**src/common/tmr_defs.vh**
```
// constants for the timer set: register indices, field positions, timing
`ifndef TMR_DEFS_VH
`define TMR_DEFS_VH
`define TMR_AW 4
`define TMR_DW 16
// register indices
`define TMR_A_CON1 4'h0
`define TMR_A_CNT1 4'h1
`define TMR_A_PER1 4'h2
`define TMR_A_CON2 4'h3
`define TMR_A_CNT2 4'h4
`define TMR_A_PER2 4'h5
`define TMR_A_CON3 4'h6
`define TMR_A_CNT3 4'h7
`define TMR_A_PER3 4'h8
`define TMR_A_FLAG 4'h9
`define TMR_A_IEN 4'hA
// control fields
`define TMR_B_RUN 15
`define TMR_B_IDLE 13
`define TMR_B_GATE 6
`define TMR_B_PSH 5
`define TMR_B_PSL 4
`define TMR_B_CHAIN 3
`define TMR_B_SYNC 2
`define TMR_B_CS 1
// writable masks per control register
`define TMR_M_CON1 16'hA076
`define TMR_M_CON2 16'hA07A
`define TMR_M_CON3 16'hA072
`define TMR_RST 16'h0000
`define TMR_PER_RST 16'hFFFF
// prescale terminal counts (ratio minus one)
`define TMR_PS_1 8'h00
`define TMR_PS_8 8'h07
`define TMR_PS_64 8'h3F
`define TMR_PS_256 8'hFF
// flag and enable bit positions
`define TMR_F_T1 0
`define TMR_F_T2 1
`define TMR_F_T3 2
`endif

```
**src/verilog/tmr_unit.v**
```verilog
// one 16-bit timer channel: prescaler, tick qualifier, counter, match
`timescale 1ns/1ps
`include "tmr_defs.vh"
module tmr_unit (
    // clock and reset
    input wire sys_clk_in,
    input wire rst_n_in,
    // control
    input wire [15:0] con_in,
    input wire con_wr_in,
    input wire idle_in,
    input wire ext_edge_in,
    input wire gate_in,
    input wire carry_mode_in,
    input wire carry_in,
    // count load
    input wire load_in,
    input wire [15:0] load_val_in,
    input wire [15:0] period_in,
    input wire clear_in,
    // results
    output reg [15:0] count_out,
    output wire tick_out,
    output wire match_out
);
    reg [7:0] pre_q;
    reg [7:0] term;
    wire run;
    wire src_ok;
    wire raw_tick;

    // prescale code to terminal count
    always @* begin
        case (con_in[`TMR_B_PSH:`TMR_B_PSL])
            2'b00: term = `TMR_PS_1;
            2'b01: term = `TMR_PS_8;
            2'b10: term = `TMR_PS_64;
            default: term = `TMR_PS_256;
        endcase
    end

    assign run = con_in[`TMR_B_RUN] &
        ~(con_in[`TMR_B_IDLE] & idle_in);
    // gate is ignored on external clock; internal source feeds the prescaler every cycle unless gating is on and gate_in is low
    assign src_ok = con_in[`TMR_B_CS] ? ext_edge_in :
        (~con_in[`TMR_B_GATE] | gate_in);
    assign raw_tick = run & src_ok & (pre_q == term);
    assign tick_out = carry_mode_in ? carry_in : raw_tick;
    assign match_out = (count_out == period_in);

    // prescaler restarts on stop or control write for a full first period
    always @(posedge sys_clk_in or negedge rst_n_in) begin
        if (!rst_n_in) begin
            pre_q <= 8'h00;
        end else if (!run || con_wr_in) begin
            pre_q <= 8'h00;
        end else if (src_ok) begin
            pre_q <= (pre_q == term) ? 8'h00 : pre_q + 8'h01;
        end
    end

    // counter: load, period wrap, or increment
    always @(posedge sys_clk_in or negedge rst_n_in) begin
        if (!rst_n_in) begin
            count_out <= `TMR_RST;
        end else if (load_in) begin
            count_out <= load_val_in;
        end else if (tick_out) begin
            if (clear_in) begin
                count_out <= `TMR_RST;
            end else begin
                count_out <= count_out + 16'h0001;
            end
        end
    end
endmodule // tmr_unit

```
**src/verilog/tmr_top.v**
```verilog
// timer set top: register port, three timers, chaining, flags, outputs
`timescale 1ns/1ps
`include "tmr_defs.vh"
module tmr_top (
    // clock and reset
    input wire sys_clk_in,
    input wire rst_n_in,
    // register port
    input wire [3:0] addr_in,
    input wire [15:0] wdata_in,
    input wire wr_in,
    input wire rd_in,
    output reg [15:0] rdata_out,
    // device state and pins
    input wire idle_in,
    input wire standalone_ext_clock_pin_in,
    input wire lower_ext_clock_pin_in,
    input wire upper_ext_clock_pin_in,
    input wire gate1_in,
    input wire gate2_in,
    input wire gate3_in,
    // events and time bases
    output reg standalone_irq_out,
    output reg lower_irq_out,
    output reg upper_irq_out,
    output reg conv_trigger_out,
    output reg [15:0] lower_timebase_out,
    output reg [15:0] upper_timebase_out
);
    reg [15:0] con1_q;
    reg [15:0] con2_q;
    reg [15:0] con3_q;
    reg [15:0] per1_q;
    reg [15:0] per2_q;
    reg [15:0] per3_q;
    reg [2:0] flag_q;
    reg [2:0] ien_q;
    reg [2:0] pin1_q;
    reg [2:0] pin2_q;
    reg [2:0] pin3_q;
    reg g1_q;
    reg g1_d;
    reg g2_q;
    reg g3_q;
    reg [2:0] evt;
    wire [15:0] cnt1;
    wire [15:0] cnt2;
    wire [15:0] cnt3;
    wire tick1;
    wire tick2;
    wire tick3;
    wire m1;
    wire m2;
    wire m3;
    wire chain;
    wire [15:0] con3_eff;
    wire e1_sync;
    wire e1_async;
    wire e1;
    wire e2;
    wire e3;
    wire wr_cnt1;
    wire match32;

    // true when a write targets the given register index
    function wr_hit;
        input [3:0] a;
        input [3:0] idx;
        input w;
        begin
            wr_hit = w && (a == idx);
        end
    endfunction

    assign chain = con2_q[`TMR_B_CHAIN];
    // in chained mode upper timer runs off lower control entirely
    assign con3_eff = chain ? `TMR_RST : con3_q;

    // pin samples: two stages then an edge stage; pins arrive synchronous,
    // so the async mode may tap stage 0 and save a cycle of latency
    always @(posedge sys_clk_in or negedge rst_n_in) begin
        if (!rst_n_in) begin
            pin1_q <= 3'h0;
            pin2_q <= 3'h0;
            pin3_q <= 3'h0;
            g1_q <= 1'b0;
            g2_q <= 1'b0;
            g3_q <= 1'b0;
            g1_d <= 1'b0;
        end else begin
            pin1_q <= {pin1_q[1:0], standalone_ext_clock_pin_in};
            pin2_q <= {pin2_q[1:0], lower_ext_clock_pin_in};
            pin3_q <= {pin3_q[1:0], upper_ext_clock_pin_in};
            g1_q <= gate1_in;
            g2_q <= gate2_in;
            g3_q <= gate3_in;
            g1_d <= g1_q;
        end
    end

    // async mode skips the extra sync stage, so it sees edges a cycle sooner
    assign e1_sync = pin1_q[1] & ~pin1_q[2];
    assign e1_async = pin1_q[0] & ~pin1_q[1];
    assign e1 = con1_q[`TMR_B_SYNC] ? e1_sync : e1_async;
    assign e2 = pin2_q[1] & ~pin2_q[2];
    assign e3 = pin3_q[1] & ~pin3_q[2];

    // count writes to standalone are blocked while external and running
    assign wr_cnt1 = wr_hit(addr_in, `TMR_A_CNT1, wr_in) &
        ~(con1_q[`TMR_B_CS] & con1_q[`TMR_B_RUN]);
    assign match32 = m2 & m3;

    tmr_unit u_t1 (
        .sys_clk_in(sys_clk_in),
        .rst_n_in(rst_n_in),
        .con_in(con1_q),
        .con_wr_in(wr_hit(addr_in, `TMR_A_CON1, wr_in)),
        .idle_in(idle_in),
        .ext_edge_in(e1),
        .gate_in(g1_q),
        .carry_mode_in(1'b0),
        .carry_in(1'b0),
        .load_in(wr_cnt1),
        .load_val_in(wdata_in),
        .period_in(per1_q),
        .clear_in(m1),
        .count_out(cnt1),
        .tick_out(tick1),
        .match_out(m1)
    );

    // when chained, lower word clears on full 32-bit match, not on its own period, and still rolls over from FFFF
    tmr_unit u_t2 (
        .sys_clk_in(sys_clk_in),
        .rst_n_in(rst_n_in),
        .con_in(con2_q),
        .con_wr_in(wr_hit(addr_in, `TMR_A_CON2, wr_in)),
        .idle_in(idle_in),
        .ext_edge_in(e2),
        .gate_in(g2_q),
        .carry_mode_in(1'b0),
        .carry_in(1'b0),
        .load_in(wr_hit(addr_in, `TMR_A_CNT2, wr_in)),
        .load_val_in(wdata_in),
        .period_in(per2_q),
        .clear_in(chain ? match32 : m2),
        .count_out(cnt2),
        .tick_out(tick2),
        .match_out(m2)
    );

    // upper word steps on lower carry when chained
    tmr_unit u_t3 (
        .sys_clk_in(sys_clk_in),
        .rst_n_in(rst_n_in),
        .con_in(con3_eff),
        .con_wr_in(wr_hit(addr_in, `TMR_A_CON3, wr_in)),
        .idle_in(idle_in),
        .ext_edge_in(e3),
        .gate_in(g3_q),
        .carry_mode_in(chain),
        .carry_in(tick2 & (match32 | (cnt2 == 16'hFFFF))),
        .load_in(wr_hit(addr_in, `TMR_A_CNT3, wr_in)),
        .load_val_in(wdata_in),
        .period_in(per3_q),
        .clear_in(chain ? match32 : m3),
        .count_out(cnt3),
        .tick_out(tick3),
        .match_out(m3)
    );

    // events: period wrap on tick; standalone also on gate falling edge
    always @* begin
        evt[`TMR_F_T1] = (tick1 & m1) |
            (con1_q[`TMR_B_RUN] & con1_q[`TMR_B_GATE] &
            ~con1_q[`TMR_B_CS] & g1_d & ~g1_q);
        evt[`TMR_F_T2] = tick2 & m2 & ~chain;
        evt[`TMR_F_T3] = chain ? (tick2 & match32) : (tick3 & m3);
    end

    // control and period registers; unimplemented bits stay zero
    always @(posedge sys_clk_in or negedge rst_n_in) begin
        if (!rst_n_in) begin
            con1_q <= `TMR_RST;
            con2_q <= `TMR_RST;
            con3_q <= `TMR_RST;
            per1_q <= `TMR_PER_RST;
            per2_q <= `TMR_PER_RST;
            per3_q <= `TMR_PER_RST;
            ien_q <= 3'h0;
        end else if (wr_in) begin
            case (addr_in)
                `TMR_A_CON1: con1_q <= wdata_in & `TMR_M_CON1;
                `TMR_A_CON2: con2_q <= wdata_in & `TMR_M_CON2;
                `TMR_A_CON3: con3_q <= wdata_in & `TMR_M_CON3;
                `TMR_A_PER1: per1_q <= wdata_in;
                `TMR_A_PER2: per2_q <= wdata_in;
                `TMR_A_PER3: per3_q <= wdata_in;
                `TMR_A_IEN: ien_q <= wdata_in[2:0];
                default: ien_q <= ien_q;
            endcase
        end
    end

    // sticky flags: write one to clear, a new event wins over the clear
    always @(posedge sys_clk_in or negedge rst_n_in) begin
        if (!rst_n_in) begin
            flag_q <= 3'h0;
        end else if (wr_hit(addr_in, `TMR_A_FLAG, wr_in)) begin
            flag_q <= (flag_q & ~wdata_in[2:0]) | evt;
        end else begin
            flag_q <= flag_q | evt;
        end
    end

    // outputs all registered; irq lines are flag or new event, gated by enable
    always @(posedge sys_clk_in or negedge rst_n_in) begin
        if (!rst_n_in) begin
            standalone_irq_out <= 1'b0;
            lower_irq_out <= 1'b0;
            upper_irq_out <= 1'b0;
            conv_trigger_out <= 1'b0;
            lower_timebase_out <= `TMR_RST;
            upper_timebase_out <= `TMR_RST;
        end else begin
            standalone_irq_out <= (flag_q[`TMR_F_T1] | evt[`TMR_F_T1]) &
                ien_q[`TMR_F_T1];
            lower_irq_out <= (flag_q[`TMR_F_T2] | evt[`TMR_F_T2]) &
                ien_q[`TMR_F_T2];
            upper_irq_out <= (flag_q[`TMR_F_T3] | evt[`TMR_F_T3]) &
                ien_q[`TMR_F_T3];
            conv_trigger_out <= chain & tick2 & match32;
            lower_timebase_out <= cnt2;
            upper_timebase_out <= cnt3;
        end
    end

    // read data one cycle after the strobe, zero otherwise
    always @(posedge sys_clk_in or negedge rst_n_in) begin
        if (!rst_n_in) begin
            rdata_out <= `TMR_RST;
        end else if (rd_in) begin
            case (addr_in)
                `TMR_A_CON1: rdata_out <= con1_q;
                `TMR_A_CNT1: rdata_out <= cnt1;
                `TMR_A_PER1: rdata_out <= per1_q;
                `TMR_A_CON2: rdata_out <= con2_q;
                `TMR_A_CNT2: rdata_out <= cnt2;
                `TMR_A_PER2: rdata_out <= per2_q;
                `TMR_A_CON3: rdata_out <= con3_q;
                `TMR_A_CNT3: rdata_out <= cnt3;
                `TMR_A_PER3: rdata_out <= per3_q;
                `TMR_A_FLAG: rdata_out <= {13'h0000, flag_q};
                `TMR_A_IEN: rdata_out <= {13'h0000, ien_q};
                default: rdata_out <= `TMR_RST;
            endcase
        end else begin
            rdata_out <= `TMR_RST;
        end
    end
endmodule // tmr_top

```
**config.mk**
```make
export PLATFORM = sky130hd
export DESIGN_NAME = tmr_top
export DESIGN_NICKNAME = d
export VERILOG_FILES = /design/src/verilog/tmr_unit.v /design/src/verilog/tmr_top.v
export VERILOG_INCLUDE_DIRS = /design/src /design/src/common
export SDC_FILE = /design/constraint.sdc
export NUM_CORES = 1
export LEC_CHECK = 0
export ABC_AREA = 1
export BUFFER_PORTS_ARGS = -buffer_cell sky130_fd_sc_hd__buf_2
export CAP_MARGIN = 10
export CORE_MARGIN = 1
export CORE_UTILIZATION = 55
export CTS_BUF_LIST = sky130_fd_sc_hd__clkbuf_16
export CTS_CLUSTER_SIZE = 30
export DETAILED_ROUTE_END_ITERATION = 16
export PLACE_DENSITY = 0.83
export SLEW_MARGIN = 10
export SYNTH_ARGS = -nofsm -noshare
export SYNTH_HDL_FRONTEND = slang
export SYNTH_SLANG_ARGS = --single-unit
export TNS_END_PERCENT = 10
```
**constraint.sdc**
```tcl
create_clock -name sys_clk_in -period 2.9 [get_ports sys_clk_in]
set_clock_uncertainty 0.05 [all_clocks]
set_input_delay 0.29 -clock sys_clk_in [delete_from_list [all_inputs] [get_ports sys_clk_in]]
set_output_delay 0.29 -clock sys_clk_in [all_outputs]
set_load 0.005 [all_outputs]
```
Yosys cells after proc, flatten, opt, wreduce, memory -nomap -nowiden. Cells that the tools add are included.

Output and inout bits: 52. Flip-flop bits (word level): 211. Bits of input ports: 31.

Reduce and logical (&&, ||, !) cells: 30. Bitwise gates (word level): 60. Muxes and demuxes: 33. Equal/unequal tests: 23. Add/subtract/negate cells: 6.

Operators by type and width (count): $mux 16 (11); $pmux 16 s11 (1); $mux 8 (9); $pmux 8 s3 (3); $add 16x1->16 const B (3); $eq 16x16->1 (3); $and 1x1->1 (34); $add 8x1->8 const B (3); $eq 8x8->1 (3); $eq 16x16->1 const B (1); $eq 4x3->1 const B (4); $not 1->1 (14); $reduce_and 2->1 (7); $eq 4x4->1 const B (3); $reduce_bool 2->1 (6); $eq 4x2->1 const B (2); $mux 1 (8); $or 1x1->1 (8); $logic_and 1x1->1 (7); $eq 2x1->1 const B (3); $eq 2x2->1 const B (3); $logic_not 2->1 (3); $or 3x3->3 (2); $eq 4x1->1 const B (1); 6 further kinds (10).

Depth between registers and ports, before layout. Gate-level depths: netlist of run 1.

Depth after elaboration: 11. Depth in mapped cells: 15. Mapped depth without buffers: 14.

By module. From an unflattened synthesis of run 1, not the netlist that was laid out.

Cells, all modules: 1614. Area total of the unflattened synthesis: 11945.2 um^2.

Modules (own cells, without submodules): tmr_top (seq. area each 3538.4 um^2, times used 1, cells an instance 674, area each 5798.1 um^2); tmr_unit (u_t2 ...) (seq. area each 600.6 um^2, times used 2, cells an instance 313, area each 2049.5 um^2); tmr_unit (u_t1) (seq. area each 600.6 um^2, times used 1, cells an instance 314, area each 2048.2 um^2).

Least setup slack after synthesis of run 1. OpenSTA, ideal clock, no wires.

Path type: register to register. Start point: reg per3_q[10]. End point: reg u_t3.count_out[11]. Arrival time: 1.549 ns. Clock period less this slack: 1.717 ns. Setup time: 0.117 ns. Required time: 2.733 ns. Path slack: 1.183 ns. Stages on the path, launching flop included: 16. Cells stage by stage: dfstp_2 inv_1 nand2_1 nand2_1 inv_1 nand2_1 nor2_1 nand2_1 nor2_2 nand2_1 buf_6 buf_6 nand4_1 nand2_1 nand2_1 nand2_1.

Cells in the longest elaborated chain, start to end: 6. Elaborated cells between the ends (all ways): 10.

RTL lines: from (decl) (RTL line tmr_top.v:35) `reg [15:0] per3_q;`; from (signal assigned) (RTL line tmr_top.v:189) `` per3_q <= `TMR_PER_RST; ``; from (signal assigned) (RTL line tmr_top.v:198) `` `TMR_A_PER3: per3_q <= wdata_in; ``; $eq 16x16->1 * (RTL line tmr_unit.v:49) `assign match_out = (count_out == period_in);`; $and 1x1->1 (RTL line tmr_top.v:111) `assign match32 = m2 & m3;`; $mux 1 / $or 1x1->1 (equally long branches) (RTL line tmr_top.v:166, tmr_top.v:162); $mux 16 / $and 1x1->1 (equally long branches) (RTL line tmr_unit.v:69, tmr_top.v:162); $mux 16 / $mux 1 (equally long branches) (RTL line tmr_unit.v:68, tmr_unit.v:48); $mux 16 / $reduce_bool 2->1 (equally long branches); to (signal assigned) (RTL line tmr_unit.v:65) `` count_out <= `TMR_RST; ``; to (signal assigned) (RTL line tmr_unit.v:67) `count_out <= load_val_in;`; to (signal assigned) (RTL line tmr_unit.v:70) `` count_out <= `TMR_RST; ``; to (decl) (RTL line tmr_unit.v:22) `output reg [15:0] count_out,`.

Mark *: on every way between the ends. The rest lies on a longest branch, timed or not. The select of a mux whose other input is x is not followed. A chain may end at the register's enable or synchronous reset.

Worst setup path after layout of run 1.
Start point: reg con2_q[3]. End point: reg u_t3.count_out[12].

Cells in the longest elaborated chain, start to end: 8. Elaborated cells between the ends (all ways): 20.

RTL lines: from (decl) (RTL line tmr_top.v:31) `reg [15:0] con2_q;`; from (signal assigned) (RTL line tmr_top.v:185) `` con2_q <= `TMR_RST; ``; from (signal assigned) (RTL line tmr_top.v:194) `` `TMR_A_CON2: con2_q <= wdata_in & `TMR_M_CON2; ``; branches (longest 8 deep; another with $mux 16).

Several ways; the timed one is not identified. The select of a mux whose other input is x is not followed.

==> results of run 1 <==
## cell families (layout without fill, tap and decap cells)
logic type / after synthesis / count (layout) / share of synthesized area, %
simple gates: 718 / 718 / 28.02
flops: 211 / 211 / 47.52
fa+ha+maj: 6 / 6 / 0.6680
buf+inv: 224 / 323 / 8.038
xor+xnor: 66 / 66 / 5.144
compound gates: 212 / 212 / 10.61
## routing by layer
| metal | vias to the layer above | routed length [µm] |
|---|---|---|
| met2 | 532 | 14420 |
| met3 | 95 | 3222 |
| li1 | 4849 | - |
| met5 | - | 0 |
| met4 | 0 | 1437 |
| met1 | 4821 | 13580 |
## how the worst max path moves through the flow
stage	end	slack [ps]
detailed placement	u_t3.count_out[13]	580
finish	u_t3.count_out[12]	510
global route	u_t3.count_out[13]	350
global placement	u_t3.count_out[9]	620
floorplan	u_t3.count_out[11]	1180
CTS	u_t3.count_out[13]	580
## where the power goes
part | internal (mW) | switching (mW) | total [mW] | leakage (nW)
clock network | 1.53 | 1.20 | 2.74 | 0.360
registers | 3.78 | 0.942 | 4.73 | 2.64
logic | 1.16 | 1.65 | 2.80 | 3.10
total | 6.48 | 3.79 | 10.3 | 6.10
## through the flow
stage               area (µm²)  hold slack, ps
floorplan                11240          -55.59
global placement         11880           288.0
detailed placement       11880           291.1
CTS                      12650           17.75
global route             12650           51.21
finish                   12650           23.47
## sequential cells by signal, summed over array words and instances (netlist names), 8 cells and up
signal / count
lower_timebase_out: 16
per1_q: 16
per2_q: 16
per3_q: 16
rdata_out: 16
u_t1.count_out: 16
u_t1.pre_q: 8
u_t2.count_out: 16
u_t2.pre_q: 8
u_t3.count_out: 16
u_t3.pre_q: 8
upper_timebase_out: 16
## critical path, cell delays in order (launching register included)
cell and delay (ps):
dfrtp_1 410, inv_1 370, o21ai_0 210, nand2_1 90, o21ai_0 80, inv_1 60
nand3_1 80, nor2_1 330, inv_2 230, nand3_4 230, nand2_1 80, nand2_1 80
## repair_timing
item / 4_1_cts / 5_1_grt
hold endpoints to repair: 92 / 0
endpoints found under the setup margin: 0 / 0
hold buffers: 8 / 0
buffers inserted: 0 / 0
resized for setup: 0 / 0
## area by class of cell
class                   count  area, µm²  share of cell area, %
clock buffers              23      575.6                  4.548
clock inverters            19      118.9                 0.9393
inverters                 177      664.4                  5.250
multi-input cells        1002       4995                  39.47
flip-flops and latches    211       5340                  42.20
well taps                 265      331.6                  2.620
repair buffers            104      629.4                  4.973
## cells in the final DEF, fill, tap and decap left out, types with 6 or more instances in the layout
cell type	count
a21oi_1	31
a221oi_1	8
a31oi_1	7
buf_2	81
buf_4	12
clkbuf_16	23
clkinv_1	7
dfrtp_1	163
dfstp_2	48
dlygate4sd3_1	8
ha_1	6
inv_1	170
inv_2	12
nand2_1	427
nand2_2	10
nand3_1	75
nand4_1	49
nor2_1	91
nor2_2	6
nor3_1	34
o211ai_1	6
o21ai_0	117
o22ai_1	24
xnor2_1	36
xor2_1	30
==> metrics.md, run 1 <==
| Metric | Value |
|---|---|
| Global Route met3 Usage | 6.321% |
| EDFF count, synth | 0 |
| Reg2reg start | con2_q[3] |
| Run status | finished clean |
| Final setup fails | 0 |
| CTS tree | yes |
| Mapped Area | 11,240 µm² |
| Worst skew pair latency | 520 ps |
| Max Clk Rate | 418.8 MHz |
| Antenna Cells | 0 |
| Min-delay worst type | in2reg |
| GR Layer Usage met1 | 43.84% |
| Critical Path Source Type | flop |
| Synthesized flop and latch total | 211 |
| Via count | 10,300 |
| Yosys cell types | 47 |
| Least-Margin Pin Slew | 898.7 ps |
| Syn nets | 1,474 |
| Crit Path Class | reg2reg |
| CP max FO | 17 |
| Critical Path Start | con2_q[3] |
| Leak | 6.098 nW |
| Sum Neg Setup Slack | 0 ps |
| Yosys warning count | 0 |
| Busiest grt layer | met2 |
| Nets | 1,556 |
| Hold endpoint | u_t1.count_out[14] |
| Met2 GRT Util | 47.86% |
| Die Height | 144.9 µm |
| Layout Cells excl Fill | 1,801 |
| Fin crit share | 82.34% |
| Post-Route WL | 32,660 µm |
| Most used DFF post-synth | dfrtp_1 |
| IO Count | 83 |
| Row cnt | 51 |
| Synth top area share | 36.29% |
| Hpwl dp | 24,030 µm |
| Die X | 144.9 µm |
| Post-placement cell count | 1,751 |
| Die area | 21,010 µm² |
| Clock-pin slew on the worst setup and hold paths | 60 ps |
| Max_slew headroom | 39.94% |
| Post-Place Worst Slack | 578.7 ps |
| Share of cells above drive strength 1 | 14.32% |
| Tot Pwr | 10.27 mW |
| TritonRoute pass-1 iters | 6 |
| Register area share after synthesis | 47.52% |
| Area grow syn2layout | 12.60% |
| Grt total ovfl | 0 |
| Fill cell count | 1,664 |
| Starting Density | 57.00% |
| Setup ws final | 512.2 ps |
| Initial DRC count | 1,053 |
| Max-cap viol count | 0 |
| Crit. End Element | flop |
| Worst hold start | wdata_in[14] |
| H-tree levels | 1 |
| Gr usage total | 31.42% |
| Vias per cell | 5.717 |
| DRC viols | 0 |
| Number of global-route vias before repair | 9,436 |
| Largest area contributor in the netlist | dfrtp_1 |
| Initial antenna violation count | 0 |
| Worst IR drop on VDD | 492.1 µV |
| Core box area | 19,720 µm² |
| Synth area leaders | dfrtp_1 (36%), nand2_1 (14%), dfstp_2 (11%), inv_1 (5.5%), o21ai_0 (5.2%) |
| First-pass GRT wire length | 51,840 µm |
| RSZ-0062 raised after global routing | no |
| Drt wl/cell | 18.14 µm |
| R2r endpoint | u_t3.count_out[12] |
| WP data required | 3300 ps |
| Commonest cells in the netlist | nand2_1 (427), inv_1 (164), dfrtp_1 (163), o21ai_0 (117), nor2_1 (91) |
| Clk root buf | clkbuf_16 |
| CTS max path bufs | 3 |
| Final core utilization | 64.18% |
| Maximum number of pins on one net before global-route repair | 90 |
| Cell with the most instances after synthesis | nand2_1 |
| Port bufs | 82 |
| Minimum clock period | 2388 ps |
| # clock sinks | 211 |
| CP arrival | 2780 ps |
| Setup slack, reg-to-reg | 510 ps |
| PwrDens | 811.5 nW/µm² |
| Post-synth ARST share | 100.0% |
| Max Slew Vio Count | 0 |
| Hold Crit Depth | 3 |
| TritonCTS Buffers | 23 |
| Synthesized area per cell | 7.821 µm² |
| Reg2reg path depth | 11 |
| Count of final hold-check violations | 0 |
| Syn Inst Count | 1,437 |
| Antenna Nets Post-Route | 0 |
| Final Wtd Congestion | 0.9718 |
(Power assumes the default switching activity.)
==> run 2: changes to the inputs <==
- clock period: 2.9 -> 2.3 ns (I/O delays scaled with it)
==> run 2 against run 1 <==
Die area is the same. Final area grew 4.1%. Routed wire length grew 2.0%. Critical path type unchanged. Non-clock buffer count grew 38. Global-route usage grew 0.77 points. Core utilization grew 2.7 points.
==> metrics.md, run 2 (synthesis results as in run 1) <==
| Metric | Value |
|---|---|
| Max_slew headroom | 61.86% (was 39.94%) |
| CP max FO | 18 (was 17) |
| Clock-pin slew on the worst setup and hold paths | 60 ps (about the same) |
| Number of global-route vias before repair | 9,825 (was 9,436) |
| Leak | 6.376 nW (was 6.098 nW) |
| Max Slew Vio Count | 0 (unchanged) |
| DRC viols | 0 (unchanged) |
| IO Count | 83 (unchanged) |
| Share of cells above drive strength 1 | 16.68% (was 14.32%) |
| Post-placement cell count | 1,784 (was 1,751) |
| TritonCTS Buffers | 24 (was 23) |
| Via count | 10,510 (was 10,300) |
| Switching pwr | 4.910 mW (was 3.792 mW) |
| Most frequent cell on the critical path | nand2_1 (unchanged) |
| Switching share of power | 34.97% (was 36.92%) |
| CP arrival | 2530 ps (was 2780 ps) |
| Max-cap viol count | 0 (unchanged) |
| Hpwl dp | 24,280 µm (was 24,030 µm) |
| Cell Chain, Critical Path | inv_1 -> nand2_1 -> nand2_1 -> inv_1 -> nand2_1 -> nor2_1 -> nand2_1 -> nor2_2 -> nand2_1 -> nand2_2 -> nand2_4 -> nand3_2 -> nand2_1 -> nand2_1 (was inv_1 -> o21ai_0 -> nand2_1 -> o21ai_0 -> inv_1 -> nand3_1 -> nor2_1 -> inv_2 -> nand3_4 -> nand2_1 -> nand2_1) |
| Setup slack, reg-to-reg | 180 ps (was 510 ps) |
| CTS max path bufs | 3 (unchanged) |
| RSZ-0062 raised after global routing | no (unchanged) |
| Antenna Nets Post-Route | 0 (unchanged) |
| Delay-heaviest family, CP | simple AND/OR/NAND/NOR gates (unchanged) |
| Post-Place Worst Slack | 190.7 ps (was 578.7 ps) |
| Drt wl/cell | 18.08 µm (was 18.14 µm) |
| Critical path's largest stage delay | 560 ps (was 410 ps) |
| Maximum number of pins on one net before global-route repair | 78 (was 90) |
| H-tree levels | 1 (unchanged) |
| # clock sinks | 211 (unchanged) |
| Least-Margin Pin Slew | 567.7 ps (was 898.7 ps) |
| Die Height | 144.9 µm (unchanged) |
| Initial DRC count | 986 (was 1,053) |
| Final setup fails | 0 (unchanged) |
| Clk root buf | clkbuf_16 (unchanged) |
| Post-Route WL | 33,330 µm (was 32,660 µm) |
| Starting Density | 57.00% (unchanged) |
| Sum Neg Setup Slack | 0 ps (unchanged) |
| Grt total ovfl | 0 (unchanged) |
| Final core utilization | 66.83% (was 64.18%) |
| Die area | 21,010 µm² (unchanged) |
| Logic pwr share | 27.0% (was 27.3%) |
| Vias per cell | 5.703 (was 5.717) |
| Row cnt | 51 (unchanged) |
| Crit. End Element | flop (unchanged) |
| Count of final hold-check violations | 0 (unchanged) |
| Minimum clock period | 2116 ps (was 2388 ps) |
| Min-delay worst type | in2reg (unchanged) |
| Post-CTS resize count | 0 (unchanged) |
| CP max stage cell | dfstp_2 (was dfrtp_1) |
| Area grow syn2layout | 17.26% (was 12.60%) |
| Crit Path Class | reg2reg (unchanged) |
| Setup ws final | 184.3 ps (was 512.2 ps) |
| Initial antenna violation count | 0 (unchanged) |
| Max Clk Rate | 472.7 MHz (was 418.8 MHz) |
| WP data required | 2710 ps (was 3300 ps) |
| PwrDens | 1066 nW/µm² (was 811.5 nW/µm²) |
| Seq pwr share | 41.9% (was 46.0%) |
| Buf/Inv on CP | 2 (was 3) |
| Fill cell count | 1,611 (was 1,664) |
| TritonRoute pass-1 iters | 6 (unchanged) |
| Critical Path Source Type | flop (unchanged) |
| Layout Cells excl Fill | 1,843 (was 1,801) |
| Nets | 1,596 (was 1,556) |
| Leading cell types in the layout, fill and taps excluded | nand2_1 (427), inv_1 (166), dfrtp_1 (163) (was nand2_1 (427), inv_1 (170), dfrtp_1 (163)) |
| Worst skew pair latency | 530 ps (was 520 ps) |
| Port bufs | 82 (unchanged) |
| Run status | finished clean (unchanged) |
| Most common cell after layout, fill and taps aside | nand2_1 (unchanged) |
| Fin crit share | 91.99% (was 82.34%) |
| Final Wtd Congestion | 0.9554 (was 0.9718) |
| Core box area | 19,720 µm² (unchanged) |
| Die X | 144.9 µm (unchanged) |
| Cell-internal power | 9.131 mW (was 6.477 mW) |
| Clock network power share | 31.1% (was 26.7%) |
| Worst IR drop on VDD | 817.0 µV (was 492.1 µV) |
| Gr usage total | 32.19% (was 31.42%) |
| First-pass GRT wire length | 53,070 µm (was 51,840 µm) |
| CTS tree | yes (unchanged) |
run 2: area by class of cell:
| class | instances | area [µm²] | area share [%] |
|---|---|---|---|
| tap | 265 | 331.6 | 2.516 |
| sequential | 211 | 5340 | 40.52 |
| clock buffer | 25 | 625.6 | 4.747 |
| multi-input combinational | 1003 | 5005 | 37.98 |
| clock inverter | 19 | 281.5 | 2.136 |
| antenna | 1 | 2.502 | 0.01899 |
| inverter | 177 | 664.4 | 5.042 |
| timing repair buffer | 142 | 927.1 | 7.036 |
run 2: routing by layer:
| metal | wire length (µm) | vias to the layer above | global-route usage, % |
|---|---|---|---|
| li1 | - | 4929 | - |
| met1 | 13590 | 4883 | 44.20 |
| met2 | 14780 | 605 | 48.94 |
| met3 | 3533 | 94 | 6.604 |
| met4 | 1428 | 0 | 15.00 |
| met5 | 0 | - | 0 |
run 2: worst paths after layout:
path                       cells after the start   startpoint                 to
hold reg to reg                                0    pin3_q[0]          pin3_q[1]
hold / removal                                 3  wdata_in[1]  u_t1.count_out[1]
setup / recovery                              14   per3_q[10]  u_t3.count_out[3]
max in group asynchronous                      3     rst_n_in         per2_q[11]
setup reg to reg                              14   per3_q[10]  u_t3.count_out[3]
min in group asynchronous                      2     rst_n_in          pin3_q[0]
run 2: repair_timing:
| action | 4_1_cts | 5_1_grt |
|---|---|---|
| setup endpoints to repair | 0 | 2 |
| hold buffers | 13 | 0 |
| hold endpoints to repair | 69 | 0 |
| setup buffers | 0 | 0 |
run 2: power groups by stage:
stage          Clock, mW  Combinational, mW  Sequential [mW]
2_1_floorplan          0               2.62             5.53
3_3_place_gp           0               3.60             5.83
3_5_place_dp           0               3.69             5.88
4_1_cts             4.39               3.75             5.83
5_1_grt             4.55               4.26             6.00
6_report            4.37               3.79             5.88
run 2: metrics by stage:
stage	power (mW)	cell area (µm²)	hold WS [ps]
after floorplan	8.152	11240	-115.6
after global placement	9.428	12130	183.5
after detailed placement	9.571	12130	186.0
after CTS	13.97	13170	1.780
after global routing	14.81	13180	10.14
final	14.04	13180	19.52
run 2: worst register-to-register path, stage by stage (launching register included):
cell	delay, ps
dfstp_2	560
inv_1	40
nand2_1	50
nand2_1	70
inv_1	50
nand2_1	40
nor2_1	130
nand2_1	80
nor2_2	230
nand2_1	180
nand2_2	120
nand2_4	130
nand3_2	190
nand2_1	70
nand2_1	60
==> run 3: changes to the inputs <==
- CORE_MARGIN: 1 -> 4
- CTS_CLUSTER_DIAMETER: default -> 80
==> run 3 against run 2 <==
Via count shrank 1.3%. Power shrank 11%. Routed wire length shrank 1.7%. Largest cell class unchanged.
==> metrics.md, run 3 (synthesis results as in run 1) <==
| Metric | Value |
|---|---|
| Max-cap viol count | 0 (unchanged) |
| Seq. cell area | 5341 µm² (was 5340 µm²) |
| Most common cell after layout, fill and taps aside | nand2_1 (unchanged) |
| Critical path's largest stage delay | 460 ps (was 560 ps) |
| Worst hold start | wdata_in[0] (was wdata_in[1]) |
| Run status | finished clean (unchanged) |
| R2r endpoint | u_t2.count_out[14] (was u_t3.count_out[3]) |
| PwrDens | 978.2 nW/µm² (was 1066 nW/µm²) |
| Most frequent cell on the critical path | nand2_1 (unchanged) |
| Area grow syn2layout | 13.75% (was 17.26%) |
| CP max FO | 11 (was 18) |
| Met2 WL post-DR | 14,930 µm (was 14,780 µm) |
| Minimum clock period | 2100 ps (was 2116 ps) |
| Final setup fails | 0 (unchanged) |
| CP max stage cell | nand2_1 (was dfstp_2) |
| Post-Route WL | 32,780 µm (was 33,330 µm) |
| # clock sinks | 211 (unchanged) |
| Number of global-route vias before repair | 9,697 (was 9,825) |
| Via count | 10,380 (was 10,510) |
| Antenna Nets Post-Route | 0 (unchanged) |
| CP arrival | 2450 ps (was 2530 ps) |
| Fin crit share | 91.32% (was 91.99%) |
| Hold endpoint | u_t1.count_out[0] (was u_t1.count_out[1]) |
| Switching share of power | 38.29% (was 34.97%) |
| Die area | 22,780 µm² (was 21,010 µm²) |
| Setup ws final | 199.7 ps (was 184.3 ps) |
| Hold_ws | 25.26 ps (was 19.52 ps) |
| Seq pwr share | 46.3% (was 41.9%) |
| Critical Path Start | con2_q[5] (was per3_q[10]) |
| Critical Path Source Type | flop (unchanged) |
| TritonRoute pass-1 iters | 6 (unchanged) |
| Reg2reg path depth | 8 (was 14) |
| TritonCTS Buffers | 14 (was 24) |
| Nets | 1,586 (was 1,596) |
| Reg2reg start | con2_q[5] (was per3_q[10]) |
| Switching pwr | 4.789 mW (was 4.910 mW) |
| IO Count | 83 (unchanged) |
| Gr usage total | 29.33% (was 32.19%) |
| Logic pwr share | 31.4% (was 27.0%) |
| Die Height | 150.9 µm (was 144.9 µm) |
| Min-delay worst type | in2reg (unchanged) |
| Max_slew headroom | 59.51% (was 61.86%) |
| CTS tree | yes (unchanged) |
| Buf/Inv on CP | 1 (was 2) |
| Clock network power share | 22.3% (was 31.1%) |
| Initial antenna violation count | 0 (unchanged) |
| M1 wire length | 13,650 µm (was 13,590 µm) |
| Setup slack, reg-to-reg | 200 ps (was 180 ps) |
| Initial DRC count | 999 (was 986) |
| Share of cells above drive strength 1 | 16.38% (was 16.68%) |
| Multi-input gate area | 5007 µm² (was 5005 µm²) |
| First-pass GRT wire length | 52,080 µm (was 53,070 µm) |
| RSZ-0062 raised after global routing | no (unchanged) |
| Delay-heaviest family, CP | simple AND/OR/NAND/NOR gates (unchanged) |
| Leading cell types in the layout, fill and taps excluded | nand2_1 (426), inv_1 (164), dfrtp_1 (162) (was nand2_1 (427), inv_1 (166), dfrtp_1 (163)) |
| Post-Place Worst Slack | 125.4 ps (was 190.7 ps) |
| Cell-internal power | 7.716 mW (was 9.131 mW) |
| CTS max path bufs | 3 (unchanged) |
| Core box area | 20,170 µm² (was 19,720 µm²) |
| Leak | 6.170 nW (was 6.376 nW) |
| Hpwl dp | 25,000 µm (was 24,280 µm) |
| Max Used Layer | met4 (unchanged) |
| Vias per cell | 5.679 (was 5.703) |
| Port bufs | 82 (unchanged) |
| WP data required | 2640 ps (was 2710 ps) |
| Crit. End Element | flop (unchanged) |
| DR WL met3 | 2651 µm (was 3533 µm) |
| DRC viols | 0 (unchanged) |
| Drt wl/cell | 17.94 µm (was 18.08 µm) |
| Max Clk Rate | 476.1 MHz (was 472.7 MHz) |
| Final Wtd Congestion | 0.9678 (was 0.9554) |
| Clock-pin slew on the worst setup and hold paths | 100 ps (was 60 ps) |
| Die X | 150.9 µm (was 144.9 µm) |
| Worst IR drop on VDD | 520.4 µV (was 817.0 µV) |
| Starting Density | 55.72% (was 57.00%) |
| Fill cell count | 1,739 (was 1,611) |
| Count of final hold-check violations | 0 (unchanged) |
| Antenna Cells | 0 (was 1) |
| Crit Path Class | reg2reg (unchanged) |
| Maximum number of pins on one net before global-route repair | 57 (was 78) |
| Hold Crit Depth | 3 (unchanged) |
| Cell Chain, Critical Path | nor2_1 -> o21ai_0 -> a21oi_1 -> nand3_1 -> nand2_1 -> o22ai_1 -> inv_1 -> nand2_1 (was inv_1 -> nand2_1 -> nand2_1 -> inv_1 -> nand2_1 -> nor2_1 -> nand2_1 -> nor2_2 -> nand2_1 -> nand2_2 -> nand2_4 -> nand3_2 -> nand2_1 -> nand2_1) |
| Max Slew Vio Count | 0 (unchanged) |
| Row cnt | 52 (was 51) |
| Worst skew pair latency | 500 ps (was 530 ps) |
| H-tree levels | 1 (unchanged) |
| Least-Margin Pin Slew | 601.1 ps (was 567.7 ps) |
| Sum Neg Setup Slack | 0 ps (unchanged) |
| Clk root buf | clkbuf_16 (unchanged) |
| Grt total ovfl | 0 (unchanged) |
## run 3: cell count changes in the layout (fill, tap and decap cells not counted), sizes merged
cell / previous run / this run
clkbuf: 26 / 16
bufinv: 7 / 0
clkinv: 9 / 3
buf: 128 / 133
dlygate4sd3: 13 / 9
inv: 179 / 182
diode: 1 / 0
nand3: 79 / 78
## run 3: worst max-delay path by stage
stage / end / slack (ps) / depth (start not counted)
after global placement: u_t3.count_out[0] / 200 / 14
after global routing: u_t3.count_out[7] / 7 / 9
after detailed placement: u_t3.count_out[7] / 130 / 14
after floorplan: u_t3.count_out[11] / 580 / 15
final: u_t2.count_out[14] / 200 / 8
after CTS: u_t3.count_out[7] / 110 / 14
## run 3: per-layer routing
metal  vias to the layer above  GRT usage [%]
li1                       4908              -
met1                      4872          40.93
met2                       506          46.62
met3                        89          3.441
met4                         0          12.47
met5                         -              0
## run 3: final cells by class
| class | instances | share of cell area (%) |
|---|---|---|
| Clock buffer | 15 | 2.936 |
| Clock inverter | 9 | 0.9396 |
| Inverter | 177 | 5.197 |
| Multi-Input combinational cell | 1002 | 39.17 |
| Sequential cell | 211 | 41.78 |
| Tap cell | 270 | 2.643 |
| Timing Repair Buffer | 143 | 7.331 |
## run 3: metrics by stage
step	cells	cell area (µm²)	power, mW	utilization [%]
final	1827	12780	12.51	63.38
after global routing	1827	12780	13.32	63.38
after CTS	1827	12770	12.49	63.31
after detailed placement	1794	12180	9.676	60.41
after global placement	1794	12180	9.566	60.41
after floorplan	1437	11240	8.152	-
## run 3: timing repair
action	4_1_cts	5_1_grt
setup endpoints to repair	0	17
hold buffers	9	0
setup buffers	0	0
resized for setup	0	4
hold endpoints to repair	58	0
## run 3: power by group through the flow
stage	Combinational, mW	Clock (mW)	Sequential [mW]
floorplan	2.62	0	5.53
global placement	3.77	0	5.79
detailed placement	3.85	0	5.82
CTS	3.89	2.85	5.75
global route	4.45	2.95	5.92
finish	3.93	2.79	5.79
## run 3: worst reg2reg max path: stages, from the launching register on
cell and delay [ps]:
dfrtp_1 440, nor2_1 170, o21ai_0 110, a21oi_1 170, nand3_1 330, nand2_1 460
o22ai_1 130, inv_1 80, nand2_1 60
